[src/inc/sector_overlay_pkg.sv]
/*
  Shared types and constants of the sector lock and ECC overlay command
  decoder: command codes, unlock addresses, address field positions,
  register offsets and the packed carriers for the command, answer, engine, ECC event and AXI ports.
  Assumes a single 125 MHz clock and word (16-bit) command addressing.
*/
`default_nettype none
package sector_overlay_pkg;
  localparam int ADDR_W      = 25;
  localparam int DATA_W      = 16;
  localparam int MAIN_SHIFT  = 17;
  localparam int PARAM_SHIFT = 11;
  localparam int NPARAM      = 8;
  localparam int NMAIN       = 1 << (ADDR_W - MAIN_SHIFT);
  localparam int NSECT       = NMAIN + NPARAM;
  localparam int SECT_W      = $clog2(NSECT);
  localparam int UNLK_W      = 11;
  localparam int REG_SEL_W   = 4;
  localparam int AXI_AW      = 8;
  localparam int AXI_DW      = 32;

  localparam logic [UNLK_W-1:0] UNLK_ADDR1 = 11'h555;
  localparam logic [UNLK_W-1:0] UNLK_ADDR2 = 11'h2AA;

  localparam logic [7:0] CODE_UNLK1     = 8'hAA;
  localparam logic [7:0] CODE_UNLK2     = 8'h55;
  localparam logic [7:0] CODE_LOCK_ENT  = 8'hE0;
  localparam logic [7:0] CODE_ECC_ENT   = 8'h75;
  localparam logic [7:0] CODE_ID_ENT    = 8'h90;
  localparam logic [7:0] CODE_EXIT1     = 8'h90;
  localparam logic [7:0] CODE_EXIT2     = 8'h00;
  localparam logic [7:0] CODE_RESET     = 8'hF0;
  localparam logic [7:0] CODE_PROGRAM   = 8'hA0;
  localparam logic [7:0] CODE_STATUS    = 8'h60;
  localparam logic [7:0] CODE_ECC_CLR   = 8'h50;
  localparam logic [7:0] CODE_ERASE_SUS = 8'hB0;
  localparam logic [7:0] CODE_ERASE_RES = 8'h30;
  localparam logic [7:0] CODE_PROG_SUS  = 8'h51;
  localparam logic [7:0] CODE_PROG_RES  = 8'h50;

  localparam logic [REG_SEL_W-1:0] SEL_ERR_LO  = 4'h1;
  localparam logic [REG_SEL_W-1:0] SEL_ERR_HI  = 4'h2;
  localparam logic [REG_SEL_W-1:0] SEL_ERR_CNT = 4'h3;

  localparam logic [DATA_W-1:0] ALL_ONES      = 16'hFFFF;
  localparam logic [DATA_W-1:0] PROT_CFG_RST  = 16'hFFFF;
  localparam int                PERSIST_BIT   = 1;
  localparam int                PASSWORD_BIT  = 2;
  localparam logic              LOCK_RST      = 1'b1;
  localparam logic              PARAM_EN_RST  = 1'b1;

  localparam logic [AXI_AW-1:0] OFS_CTRL     = 8'h00;
  localparam logic [AXI_AW-1:0] OFS_STATUS   = 8'h04;
  localparam logic [AXI_AW-1:0] OFS_PROT_CFG = 8'h08;
  localparam logic [AXI_AW-1:0] OFS_ECC_CNT  = 8'h0C;
  localparam logic [AXI_AW-1:0] OFS_ERR_LO   = 8'h10;
  localparam logic [AXI_AW-1:0] OFS_ERR_HI   = 8'h14;
  localparam int                ST_ABORT_BIT = 4;
  localparam logic [1:0]        RESP_OKAY    = 2'h0;
  localparam logic [1:0]        RESP_SLVERR  = 2'h2;

  typedef struct packed {
    logic              valid;
    logic              wr;
    logic              first;
    logic [ADDR_W-1:0] addr;
    logic [DATA_W-1:0] data;
  } cmd_t;

  typedef struct packed {
    logic              valid;
    logic [DATA_W-1:0] data;
  } resp_t;

  typedef struct packed {
    logic              prog;
    logic [ADDR_W-1:0] addr;
    logic [DATA_W-1:0] data;
    logic              erase_sus;
    logic              erase_res;
    logic              prog_sus;
    logic              prog_res;
  } op_req_t;

  typedef struct packed {
    logic              erase_busy;
    logic              erase_suspended;
    logic              prog_busy;
    logic              prog_suspended;
    logic              wbuf_abort;
    logic [SECT_W-1:0] erase_sector;
  } op_stat_t;

  typedef struct packed {
    logic              valid;
    logic [ADDR_W-1:0] addr;
  } ecc_evt_t;

  typedef struct packed {
    logic              awvalid;
    logic [AXI_AW-1:0] awaddr;
    logic              wvalid;
    logic [AXI_DW-1:0] wdata;
    logic [3:0]        wstrb;
    logic              bready;
    logic              arvalid;
    logic [AXI_AW-1:0] araddr;
    logic              rready;
  } axi_req_t;

  typedef struct packed {
    logic              awready;
    logic              wready;
    logic              bvalid;
    logic [1:0]        bresp;
    logic              arready;
    logic              rvalid;
    logic [AXI_DW-1:0] rdata;
    logic [1:0]        rresp;
  } axi_rsp_t;
endpackage
`default_nettype wire

[src/verilog/sector_overlay_cmd.sv]
/*
  Command decoder for the volatile sector lock overlay and the ECC status
  overlay, with unlock, entry, exit, suspend and abort recovery handling,
  plus an AXI4-Lite slave for control, status and protection config.
  Assumes command cycles arrive already decoded one per clock from the
  host side, and array, ECC and ID words are returned combinationally.
*/
// Our own choices: the address map and the AXI4-Lite register port.
`default_nettype none
module sector_overlay_cmd (
  input  wire logic                            aclk,
  input  wire logic                            aresetn,
  input  wire sector_overlay_pkg::axi_req_t    axi_req,
  output var  sector_overlay_pkg::axi_rsp_t    axi_rsp,
  input  wire sector_overlay_pkg::cmd_t        cmd,
  output var  sector_overlay_pkg::resp_t       resp,
  input  wire logic [15:0]                     arr_rdata,
  input  wire logic [15:0]                     ecc_word,
  input  wire logic [15:0]                     id_rdata,
  input  wire logic [sector_overlay_pkg::NSECT-1:0] persist_unlock,
  input  wire sector_overlay_pkg::ecc_evt_t    ecc_evt,
  input  wire sector_overlay_pkg::op_stat_t    op_stat,
  output var  sector_overlay_pkg::op_req_t     op_req
);
  typedef enum logic [3:0] {
    ST_ARRAY, ST_UNLK1, ST_UNLK2, ST_PROG, ST_LOCK, ST_LOCK_A0,
    ST_LOCK_60, ST_LOCK_90, ST_ECC, ST_ECC_60, ST_ID, ST_ID_90, ST_ABORT
  } state_t;

  state_t                                      state_ff;
  logic                                        from_abort_ff;
  logic [sector_overlay_pkg::NSECT-1:0]        unlock_ff;
  logic [15:0]                                 err_lo_ff;
  logic [15:0]                                 err_hi_ff;
  logic [15:0]                                 err_cnt_ff;
  logic [15:0]                                 prot_cfg_ff;
  logic                                        prot_abort_ff;
  logic                                        param_en_ff;
  logic                                        aw_got_ff;
  logic                                        w_got_ff;
  logic [sector_overlay_pkg::AXI_AW-1:0]       aw_addr_ff;
  logic [31:0]                                 w_data_ff;
  logic [3:0]                                  w_strb_ff;

  // Sector index; low parameter sectors only when enabled
  function automatic logic [sector_overlay_pkg::SECT_W-1:0] sect_of(
      input logic [sector_overlay_pkg::ADDR_W-1:0] a,
      input logic                                  pen);
    logic [5:0] psel;
    psel = a[sector_overlay_pkg::MAIN_SHIFT-1:sector_overlay_pkg::PARAM_SHIFT];
    if (pen && a[sector_overlay_pkg::ADDR_W-1:sector_overlay_pkg::MAIN_SHIFT]
        == '0 && 32'(psel) < sector_overlay_pkg::NPARAM) begin
      sect_of = sector_overlay_pkg::SECT_W'(sector_overlay_pkg::NMAIN)
              + sector_overlay_pkg::SECT_W'(psel);
    end else begin
      sect_of = sector_overlay_pkg::SECT_W'(
        a[sector_overlay_pkg::ADDR_W-1:sector_overlay_pkg::MAIN_SHIFT]);
    end
  endfunction

  // Only the low byte and low address field take part in matching
  function automatic logic is_cmd(input sector_overlay_pkg::cmd_t c,
                                  input logic [7:0] code);
    is_cmd = c.data[7:0] == code;
  endfunction

  function automatic logic at_unlk(input sector_overlay_pkg::cmd_t c,
                                   input logic [10:0] ua);
    at_unlk = c.addr[sector_overlay_pkg::UNLK_W-1:0] == ua;
  endfunction

  logic                                 wr_cyc;
  logic                                 rd_cyc;
  logic [sector_overlay_pkg::SECT_W-1:0] cmd_sect;
  logic                                 in_erase_sect;
  state_t                               base_state;
  assign wr_cyc        = cmd.valid && cmd.wr;
  assign rd_cyc        = cmd.valid && !cmd.wr;
  assign cmd_sect      = sect_of(cmd.addr, param_en_ff);
  assign in_erase_sect = op_stat.erase_suspended
                         && cmd_sect == op_stat.erase_sector;
  assign base_state    = from_abort_ff ? ST_ABORT : ST_ARRAY;

  // Command sequence state
  always_ff @(posedge aclk) begin
    if (!aresetn) begin
      state_ff      <= ST_ARRAY;
      from_abort_ff <= 1'b0;
    end else if (op_stat.wbuf_abort && state_ff == ST_PROG) begin
      state_ff      <= ST_ABORT;
      from_abort_ff <= 1'b1;
    end else if (wr_cyc) begin
      case (state_ff)
        ST_ARRAY: begin
          if (is_cmd(cmd, sector_overlay_pkg::CODE_UNLK1)
              && at_unlk(cmd, sector_overlay_pkg::UNLK_ADDR1)) begin
            state_ff <= ST_UNLK1;
          end
        end
        ST_ABORT: begin
          // A lone reset is ignored here; only the full sequence leaves
          if (is_cmd(cmd, sector_overlay_pkg::CODE_UNLK1)
              && at_unlk(cmd, sector_overlay_pkg::UNLK_ADDR1)) begin
            state_ff <= ST_UNLK1;
          end
        end
        ST_UNLK1: begin
          if (is_cmd(cmd, sector_overlay_pkg::CODE_UNLK2)
              && at_unlk(cmd, sector_overlay_pkg::UNLK_ADDR2)) begin
            state_ff <= ST_UNLK2;
          end else begin
            state_ff <= base_state;
          end
        end
        ST_UNLK2: begin
          state_ff <= base_state;
          if (!at_unlk(cmd, sector_overlay_pkg::UNLK_ADDR1)) begin
            state_ff <= base_state;
          end else if (from_abort_ff) begin
            if (is_cmd(cmd, sector_overlay_pkg::CODE_RESET)) begin
              state_ff      <= ST_ARRAY;
              from_abort_ff <= 1'b0;
            end
          end else if (is_cmd(cmd, sector_overlay_pkg::CODE_LOCK_ENT)
                       && !op_stat.erase_suspended) begin
            state_ff <= ST_LOCK;
          end else if (is_cmd(cmd, sector_overlay_pkg::CODE_ECC_ENT)
                       && !op_stat.erase_suspended) begin
            state_ff <= ST_ECC;
          end else if (is_cmd(cmd, sector_overlay_pkg::CODE_ID_ENT)) begin
            state_ff <= ST_ID;
          end else if (is_cmd(cmd, sector_overlay_pkg::CODE_PROGRAM)) begin
            state_ff <= ST_PROG;
          end
        end
        ST_PROG:    state_ff <= ST_ARRAY;
        ST_LOCK: begin
          if (is_cmd(cmd, sector_overlay_pkg::CODE_PROGRAM)) begin
            state_ff <= ST_LOCK_A0;
          end else if (is_cmd(cmd, sector_overlay_pkg::CODE_STATUS)) begin
            state_ff <= ST_LOCK_60;
          end else if (is_cmd(cmd, sector_overlay_pkg::CODE_EXIT1)) begin
            state_ff <= ST_LOCK_90;
          end else if (is_cmd(cmd, sector_overlay_pkg::CODE_RESET)) begin
            state_ff <= ST_ARRAY;
          end
        end
        ST_LOCK_A0: state_ff <= ST_LOCK;
        ST_LOCK_60: state_ff <= ST_LOCK;
        ST_LOCK_90: begin
          state_ff <= is_cmd(cmd, sector_overlay_pkg::CODE_EXIT2)
                      ? ST_ARRAY : ST_LOCK;
        end
        ST_ECC: begin
          if (is_cmd(cmd, sector_overlay_pkg::CODE_STATUS)) begin
            state_ff <= ST_ECC_60;
          end else if (is_cmd(cmd, sector_overlay_pkg::CODE_RESET)) begin
            state_ff <= ST_ARRAY;
          end
        end
        ST_ECC_60:  state_ff <= ST_ECC;
        ST_ID: begin
          if (is_cmd(cmd, sector_overlay_pkg::CODE_EXIT1)) begin
            state_ff <= ST_ID_90;
          end else if (is_cmd(cmd, sector_overlay_pkg::CODE_RESET)) begin
            state_ff <= ST_ARRAY;
          end
        end
        ST_ID_90: begin
          state_ff <= is_cmd(cmd, sector_overlay_pkg::CODE_EXIT2)
                      ? ST_ARRAY : ST_ID;
        end
        default:    state_ff <= ST_ARRAY;
      endcase
    end else if (rd_cyc && (state_ff == ST_LOCK_60
                            || state_ff == ST_ECC_60)) begin
      state_ff <= (state_ff == ST_LOCK_60) ? ST_LOCK : ST_ECC;
    end
  end

  // Volatile lock bits; any word in the sector selects it
  always_ff @(posedge aclk) begin
    if (!aresetn) begin
      unlock_ff <= {sector_overlay_pkg::NSECT{sector_overlay_pkg::LOCK_RST}};
    end else if (wr_cyc && state_ff == ST_LOCK_A0) begin
      unlock_ff[cmd_sect] <= cmd.data[0];
    end
  end

  // Error capture; a new event in the clearing cycle survives the clear
  always_ff @(posedge aclk) begin
    if (!aresetn) begin
      err_lo_ff  <= '0;
      err_hi_ff  <= '0;
      err_cnt_ff <= '0;
    end else if (ecc_evt.valid) begin
      err_lo_ff <= ecc_evt.addr[15:0];
      err_hi_ff <= 16'(ecc_evt.addr[sector_overlay_pkg::ADDR_W-1:16]);
      if (wr_cyc && state_ff == ST_ECC
          && is_cmd(cmd, sector_overlay_pkg::CODE_ECC_CLR)) begin
        err_cnt_ff <= 16'h0001;
      end else if (err_cnt_ff != sector_overlay_pkg::ALL_ONES) begin
        err_cnt_ff <= err_cnt_ff + 16'h0001;
      end
    end else if (wr_cyc && state_ff == ST_ECC
                 && is_cmd(cmd, sector_overlay_pkg::CODE_ECC_CLR)) begin
      err_lo_ff  <= '0;
      err_hi_ff  <= '0;
      err_cnt_ff <= '0;
    end
  end

  // Read answers, one cycle after the read cycle
  always_ff @(posedge aclk) begin
    if (!aresetn) begin
      resp <= '0;
    end else begin
      resp.valid <= rd_cyc;
      if (rd_cyc) begin
        case (state_ff)
          ST_LOCK:
            resp.data <= {15'h7FFF, unlock_ff[cmd_sect]};
          ST_LOCK_60:
            resp.data <= {13'h1FFF, persist_unlock[cmd_sect],
                          unlock_ff[cmd_sect],
                          persist_unlock[cmd_sect]
                          & unlock_ff[cmd_sect]};
          ST_ECC:     resp.data <= ecc_word;
          ST_ECC_60: begin
            case (cmd.addr[sector_overlay_pkg::REG_SEL_W-1:0])
              sector_overlay_pkg::SEL_ERR_LO:  resp.data <= err_lo_ff;
              sector_overlay_pkg::SEL_ERR_HI:  resp.data <= err_hi_ff;
              sector_overlay_pkg::SEL_ERR_CNT: resp.data <= err_cnt_ff;
              default: resp.data <= sector_overlay_pkg::ALL_ONES;
            endcase
          end
          ST_ID, ST_ID_90: resp.data <= id_rdata;
          default: begin
            // Reads in the sector under a suspended erase are refused
            resp.data <= in_erase_sect ? sector_overlay_pkg::ALL_ONES
                                       : arr_rdata;
          end
        endcase
        if (!cmd.first && state_ff inside {ST_LOCK, ST_LOCK_60,
                                           ST_ECC, ST_ECC_60}) begin
          resp.data <= sector_overlay_pkg::ALL_ONES;
        end
      end
    end
  end

  // Requests to the embedded program and erase engine
  always_ff @(posedge aclk) begin
    if (!aresetn) begin
      op_req <= '0;
    end else begin
      op_req.prog      <= wr_cyc && state_ff == ST_PROG
                          && !in_erase_sect;
      op_req.addr      <= cmd.addr;
      op_req.data      <= cmd.data;
      op_req.erase_sus <= wr_cyc && state_ff == ST_ARRAY
                          && is_cmd(cmd, sector_overlay_pkg::CODE_ERASE_SUS)
                          && op_stat.erase_busy;
      op_req.erase_res <= wr_cyc && state_ff == ST_ARRAY
                          && is_cmd(cmd, sector_overlay_pkg::CODE_ERASE_RES)
                          && op_stat.erase_suspended;
      op_req.prog_sus  <= wr_cyc && state_ff == ST_ARRAY
                          && is_cmd(cmd, sector_overlay_pkg::CODE_PROG_SUS)
                          && op_stat.prog_busy;
      op_req.prog_res  <= wr_cyc && state_ff == ST_ARRAY
                          && is_cmd(cmd, sector_overlay_pkg::CODE_PROG_RES)
                          && op_stat.prog_suspended;
    end
  end

  // AXI4-Lite channel handshakes
  logic wr_fire;
  logic rd_fire;
  logic aw_hit;
  logic w_hit;
  assign aw_hit  = axi_req.awvalid && axi_rsp.awready;
  assign w_hit   = axi_req.wvalid && axi_rsp.wready;
  assign wr_fire = aw_got_ff && w_got_ff && !axi_rsp.bvalid;
  assign rd_fire = axi_req.arvalid && axi_rsp.arready;

  function automatic logic mapped(input logic [7:0] a);
    mapped = a inside {sector_overlay_pkg::OFS_CTRL,
                       sector_overlay_pkg::OFS_STATUS,
                       sector_overlay_pkg::OFS_PROT_CFG,
                       sector_overlay_pkg::OFS_ECC_CNT,
                       sector_overlay_pkg::OFS_ERR_LO,
                       sector_overlay_pkg::OFS_ERR_HI};
  endfunction

  always_ff @(posedge aclk) begin
    if (!aresetn) begin
      axi_rsp    <= '0;
      aw_got_ff  <= 1'b0;
      w_got_ff   <= 1'b0;
      aw_addr_ff <= '0;
      w_data_ff  <= '0;
      w_strb_ff  <= '0;
    end else begin
      axi_rsp.awready <= !aw_got_ff && !aw_hit && !axi_rsp.bvalid
                         && axi_req.awvalid;
      axi_rsp.wready  <= !w_got_ff && !w_hit && !axi_rsp.bvalid
                         && axi_req.wvalid;
      if (aw_hit) begin
        aw_got_ff  <= 1'b1;
        aw_addr_ff <= axi_req.awaddr;
      end
      if (w_hit) begin
        w_got_ff  <= 1'b1;
        w_data_ff <= axi_req.wdata;
        w_strb_ff <= axi_req.wstrb;
      end
      if (wr_fire) begin
        aw_got_ff       <= 1'b0;
        w_got_ff        <= 1'b0;
        axi_rsp.bvalid  <= 1'b1;
        axi_rsp.bresp   <= mapped(aw_addr_ff) ? sector_overlay_pkg::RESP_OKAY
                                              : sector_overlay_pkg::RESP_SLVERR;
      end else if (axi_rsp.bvalid && axi_req.bready) begin
        axi_rsp.bvalid <= 1'b0;
      end
      axi_rsp.arready <= axi_req.arvalid && !rd_fire && !axi_rsp.rvalid;
      if (rd_fire) begin
        axi_rsp.rvalid <= 1'b1;
        axi_rsp.rresp  <= mapped(axi_req.araddr)
                          ? sector_overlay_pkg::RESP_OKAY
                          : sector_overlay_pkg::RESP_SLVERR;
        case (axi_req.araddr)
          sector_overlay_pkg::OFS_CTRL:
            axi_rsp.rdata <= {31'h0000_0000, param_en_ff};
          sector_overlay_pkg::OFS_STATUS:
            axi_rsp.rdata <= {25'h000_0000, op_stat.prog_suspended,
                              op_stat.erase_suspended, prot_abort_ff,
                              state_ff == ST_ABORT,
                              state_ff inside {ST_ID, ST_ID_90},
                              state_ff inside {ST_ECC, ST_ECC_60},
                              state_ff inside {ST_LOCK, ST_LOCK_A0,
                                               ST_LOCK_60, ST_LOCK_90}};
          sector_overlay_pkg::OFS_PROT_CFG:
            axi_rsp.rdata <= {16'h0000, prot_cfg_ff};
          sector_overlay_pkg::OFS_ECC_CNT:
            axi_rsp.rdata <= {16'h0000, err_cnt_ff};
          sector_overlay_pkg::OFS_ERR_LO:
            axi_rsp.rdata <= {16'h0000, err_lo_ff};
          sector_overlay_pkg::OFS_ERR_HI:
            axi_rsp.rdata <= {16'h0000, err_hi_ff};
          default: axi_rsp.rdata <= '0;
        endcase
      end else if (axi_rsp.rvalid && axi_req.rready) begin
        axi_rsp.rvalid <= 1'b0;
      end
    end
  end

  // Register writes; protection config bits only ever move from 1 to 0
  logic [15:0] otp_wd;
  assign otp_wd = w_data_ff[15:0]
                  | ~{{8{w_strb_ff[1]}}, {8{w_strb_ff[0]}}};

  always_ff @(posedge aclk) begin
    if (!aresetn) begin
      param_en_ff   <= sector_overlay_pkg::PARAM_EN_RST;
      prot_cfg_ff   <= sector_overlay_pkg::PROT_CFG_RST;
      prot_abort_ff <= 1'b0;
    end else if (wr_fire) begin
      case (aw_addr_ff)
        sector_overlay_pkg::OFS_CTRL: begin
          if (w_strb_ff[0]) begin
            param_en_ff <= w_data_ff[0];
          end
        end
        sector_overlay_pkg::OFS_STATUS: begin
          if (w_strb_ff[0] && w_data_ff[sector_overlay_pkg::ST_ABORT_BIT]) begin
            prot_abort_ff <= 1'b0;
          end
        end
        sector_overlay_pkg::OFS_PROT_CFG: begin
          if (!otp_wd[sector_overlay_pkg::PERSIST_BIT]
              && !otp_wd[sector_overlay_pkg::PASSWORD_BIT]) begin
            prot_abort_ff <= 1'b1;
          end else begin
            prot_cfg_ff <= prot_cfg_ff & otp_wd;
          end
        end
        default: prot_cfg_ff <= prot_cfg_ff;
      endcase
    end
  end
endmodule
`default_nettype wire

[config.mk]
export PLATFORM = sky130hd
export DESIGN_NAME = sector_overlay_cmd
export DESIGN_NICKNAME = d
export VERILOG_FILES = /design/src/inc/sector_overlay_pkg.sv /design/src/verilog/sector_overlay_cmd.sv
export SDC_FILE = /design/constraint.sdc
export NUM_CORES = 1
export LEC_CHECK = 0
export ABC_AREA = 1
export BUFFER_PORTS_ARGS = -buffer_cell sky130_fd_sc_hd__buf_4
export CAP_MARGIN = 20
export CORE_AREA = 2 2 220 222
export DETAILED_ROUTE_END_ITERATION = 8
export DIE_AREA = 0 0 222 224
export PLACE_DENSITY = 0.77
export RECOVER_POWER = 100
export SLEW_MARGIN = 20
export SYNTH_ARGS = -nofsm -noshare
export SYNTH_HDL_FRONTEND = slang
export SYNTH_SLANG_ARGS = --single-unit
export TNS_END_PERCENT = 5
[constraint.sdc]
create_clock -name aclk -period 5.15 [get_ports aclk]
set_clock_uncertainty 0.05 [all_clocks]
set_input_delay 0.515 -clock aclk [delete_from_list [all_inputs] [get_ports aclk]]
set_output_delay 0.515 -clock aclk [all_outputs]
set_load 0.01 [all_outputs]
==> run summary <==
===============================================================================================
Run status                                                                         finished, violations left
Failing checks                                                                     max-capacitance violations, max-slew violations
Transition time at the pin with the least slew margin                                   1.82 ns
PD cells                                                                            278 nW/um^2
Die Span Y                                                                               224 um
Post-route design area                                                              29600 sq um
Number of enable-type register cells in the synthesized netlist                               0
Drt total wl                                                                            85.3 mm
Top cells by area in the synthesized netlist                                       sky130_fd_sc_hd__dfxtp_1 36%, sky130_fd_sc_hd__nand2_1 14%, sky130_fd_sc_hd__o21ai_0 11%, sky130_fd_sc_hd__o311ai_0 9.5%, sky130_fd_sc_hd__nor2_1 6.4%
Antenna violations before repair                                                              2
Vias                                                                                      26400
Nature of the critical path endpoint                                                       flop
Die Span X                                                                               222 um
RSZ-0062 raised after global routing                                                         no
Portion of the post-synthesis area used by sequential elements                            36.5%
Arrival time of data at the critical path endpoint                                      4.93 ns
Total grt overflow                                                                            0
Post-route DRC                                                                                0
Initial drt markers                                                                        2910
Number of clock sinks                                                                       442
Maximum clock frequency                                                                 218 MHz
Root Driver                                                                        sky130_fd_sc_hd__clkbuf_16
Cell with the most instances after synthesis                                       sky130_fd_sc_hd__nand2_1
Largest fanout on the critical path                                                          38
Slowest stage cell on the critical path                                            sky130_fd_sc_hd__nor2_1
Crit-path leading delay family                                                     buffers and inverters
Total of flip-flops plus latches after synthesis                                            442
Count of maximum capacitance violations                                                       2
Sequential cell area in the final layout                                             8850 sq um
RD Place Congestion                                                                       0.990
CTS H-Tree Depth                                                                              2
Clock buffers created by TritonCTS                                                           47
Number of global-route vias before repair                                                 23300
Post-layout minimum cycle time                                                          4.58 ns
Number of hold buffers added after CTS                                                        0
Total Neg Setup Slack                                                                      0 ns
Most instantiated flip-flop cell in the synthesis netlist                          sky130_fd_sc_hd__dfxtp_1
Most common cell type on the critical path                                         sky130_fd_sc_hd__nor2_1
Yosys synthesis warning count                                                                 0
Post-synthesis instance total                                                              3693
Cell area after technology mapping                                                  24300 sq um
Initial standard-cell utilization of the core                                             51.2%
Leakage                                                                                 13.5 nW
Cell taking the most area after synthesis                                          sky130_fd_sc_hd__dfxtp_1
Post-DP HPWL                                                                            56.5 mm
First-pass DRT Iterations                                                                     6
Final critical-path share of the clock period                                             88.9%
Ports                                                                                       559
Peak VDD IR                                                                            0.266 mV
Clock tree from TritonCTS                                                                  done
Core Box Area                                                                       47300 sq um
Total count of max-transition violations in the final report                                 70
Largest incremental delay on the critical path                                          0.79 ns
Total GRT Usage                                                                           32.7%
Fraction of synthesized cell area taken by the top area cell type                         36.5%
Count of nets after finishing                                                              4475
Synth Area per Inst                                                                  6.57 sq um
Buf+Inv Stages, Crit Path                                                                     6
Required time of the critical path                                                      5.50 ns
Share of synthesized registers carrying an async set or reset                                0%
# port buffers                                                                              522
Crit-path cells                                                                    inv_1 > nor2_1 > nand2_1 > nor2_1 > nand3_2 > buf_4 > nand2_8 > nor2_1 > buf_4 > inv_1 > nor2_1 > inv_1 > clkbuf_1 > o21ai_0 > o311ai_0
Die Area                                                                            49700 sq um
Path category of the worst min-delay check                                         primary input to flop
FILL cells                                                                                 4572
Area growth from synthesis to layout                                                      21.8%
FP Rows                                                                                      80
Classification of the worst setup path                                             flop to flop
Cell types with the highest counts after synthesis                                 894 x sky130_fd_sc_hd__nand2_1, 513 x sky130_fd_sc_hd__o21ai_0, 442 x sky130_fd_sc_hd__dfxtp_1
Distinct cells, synth                                                                        50
Largest net degree at the start of global routing                                           242
Clock input transition at the sequential cells of the worst setup and hold paths        0.06 ns
Via/cell ratio                                                                             5.66
CTS-repair resized insts                                                                      0
Later-pin clock latency in the skew report                                              0.60 ns
Drt wl/cell                                                                             18.3 um
Final hold violation count                                                                    0
Area of the multi-input gates                                                       12500 sq um
Max-slew headroom                                                                        -21.0%
First-pass GRT wire length                                                               130 mm
Bufs on Longest Clock Path                                                                    3
Number of endpoints failing setup at the final stage                                          0
Instance area after placement                                                       28100 sq um
Startpoint type of the worst setup path                                                    flop
Post-route ant nets                                                                           0
Fraction of layout instances using a drive strength above 1                               14.6%
Post-CTS repair timing setup buffer count                                                     0
===============================================================================================
cell families after synthesis:
group	Yosys count	share of synthesized area [%]
simple gates	1497	24.8
compound gates	1014	26.4
buf+inv	735	12.2
flops	442	36.5
xor+xnor	3	0.108
fa+ha+maj	1	0.0516
other cells	1	0.0155
per-stage QoR:
step	std cells	power, W	utilization, %	hold slack, ns	worst slack, ns
after floorplan	3710	0.00409	-	0.347	2.51
after global placement	4577	0.00458	59.2	0.365	0.912
after detailed placement	4579	0.00459	59.4	0.369	0.936
after CTS	4664	0.00824	62.9	0.0203	1.18
after global routing	4671	0.00848	62.4	0.0485	0.385
final	4671	0.00821	62.4	0.0501	0.572
cell usage in the layout, fill, tap and decap left out, types with 79 or more instances in the layout:
master,netlist,final
sky130_fd_sc_hd__nand2_1,894,895
sky130_fd_sc_hd__o21ai_0,513,523
sky130_fd_sc_hd__buf_4,27,465
sky130_fd_sc_hd__dfxtp_1,442,442
sky130_fd_sc_hd__nor2_1,414,412
sky130_fd_sc_hd__inv_1,413,407
sky130_fd_sc_hd__o311ai_0,263,267
sky130_fd_sc_hd__clkbuf_1,216,100
sky130_fd_sc_hd__nand3_1,86,87
sky130_fd_sc_hd__a21oi_1,78,79
state kept, by name, indices dropped and copies added, names as in the netlist:
signal,count
err_hi_ff,9
err_cnt_ff,16
resp,17
prot_cfg_ff,16
from_abort_ff,1
w_got_ff,1
w_strb_ff,2
aw_addr_ff,8
param_en_ff,1
aw_got_ff,1
axi_rsp,23
state_ff,4
prot_abort_ff,1
err_lo_ff,16
w_data_ff,16
op_req,46
unlock_ff,264
final cells by class:
cell class | count | area share, %
clock inverter | 24 | 1.32
multi-input combinational | 2533 | 42.4
sequential | 442 | 29.9
tap | 615 | 2.60
antenna | 1 | 0.00847
timing repair buffer | 570 | 14.0
inverter | 425 | 5.42
clock buffer | 61 | 4.36
worst reg2reg max path, delay by kind of cell, from the launching register on:
kind,cells,cell delay [ns]
flip-flops,1,0.44
AO/OA/AOI/OAI,2,0.55
AND/OR/NAND/NOR,7,1.42
buffers and inverters,6,1.93
where the power goes:
group / internal [W] / switching [W] / leakage, nW
clock: 0.00223 / 0.00147 / 0.821
sequential: 0.00347 / 0.0000310 / 3.60
combinational: 0.000395 / 0.000620 / 9.11
total: 0.00609 / 0.00212 / 13.5
worst paths after layout:
kind,startpoint,end,slack (ns),cells past startpoint
setup / recovery,param_en_ff,unlock_ff[220],0.57,15
hold reg to reg,aw_got_ff,axi_rsp[40],0.38,1
hold / removal,cmd[12],op_req[16],0.05,3
setup reg to reg,param_en_ff,unlock_ff[220],0.57,15
per-layer routing:
layer	track usage [%]	part of all wire, %
met1	44.2	42
met2	51.2	45
met3	7.86	10
met4	11.1	3.4
met5	0	0
Power figures use the tool's default switching activity.
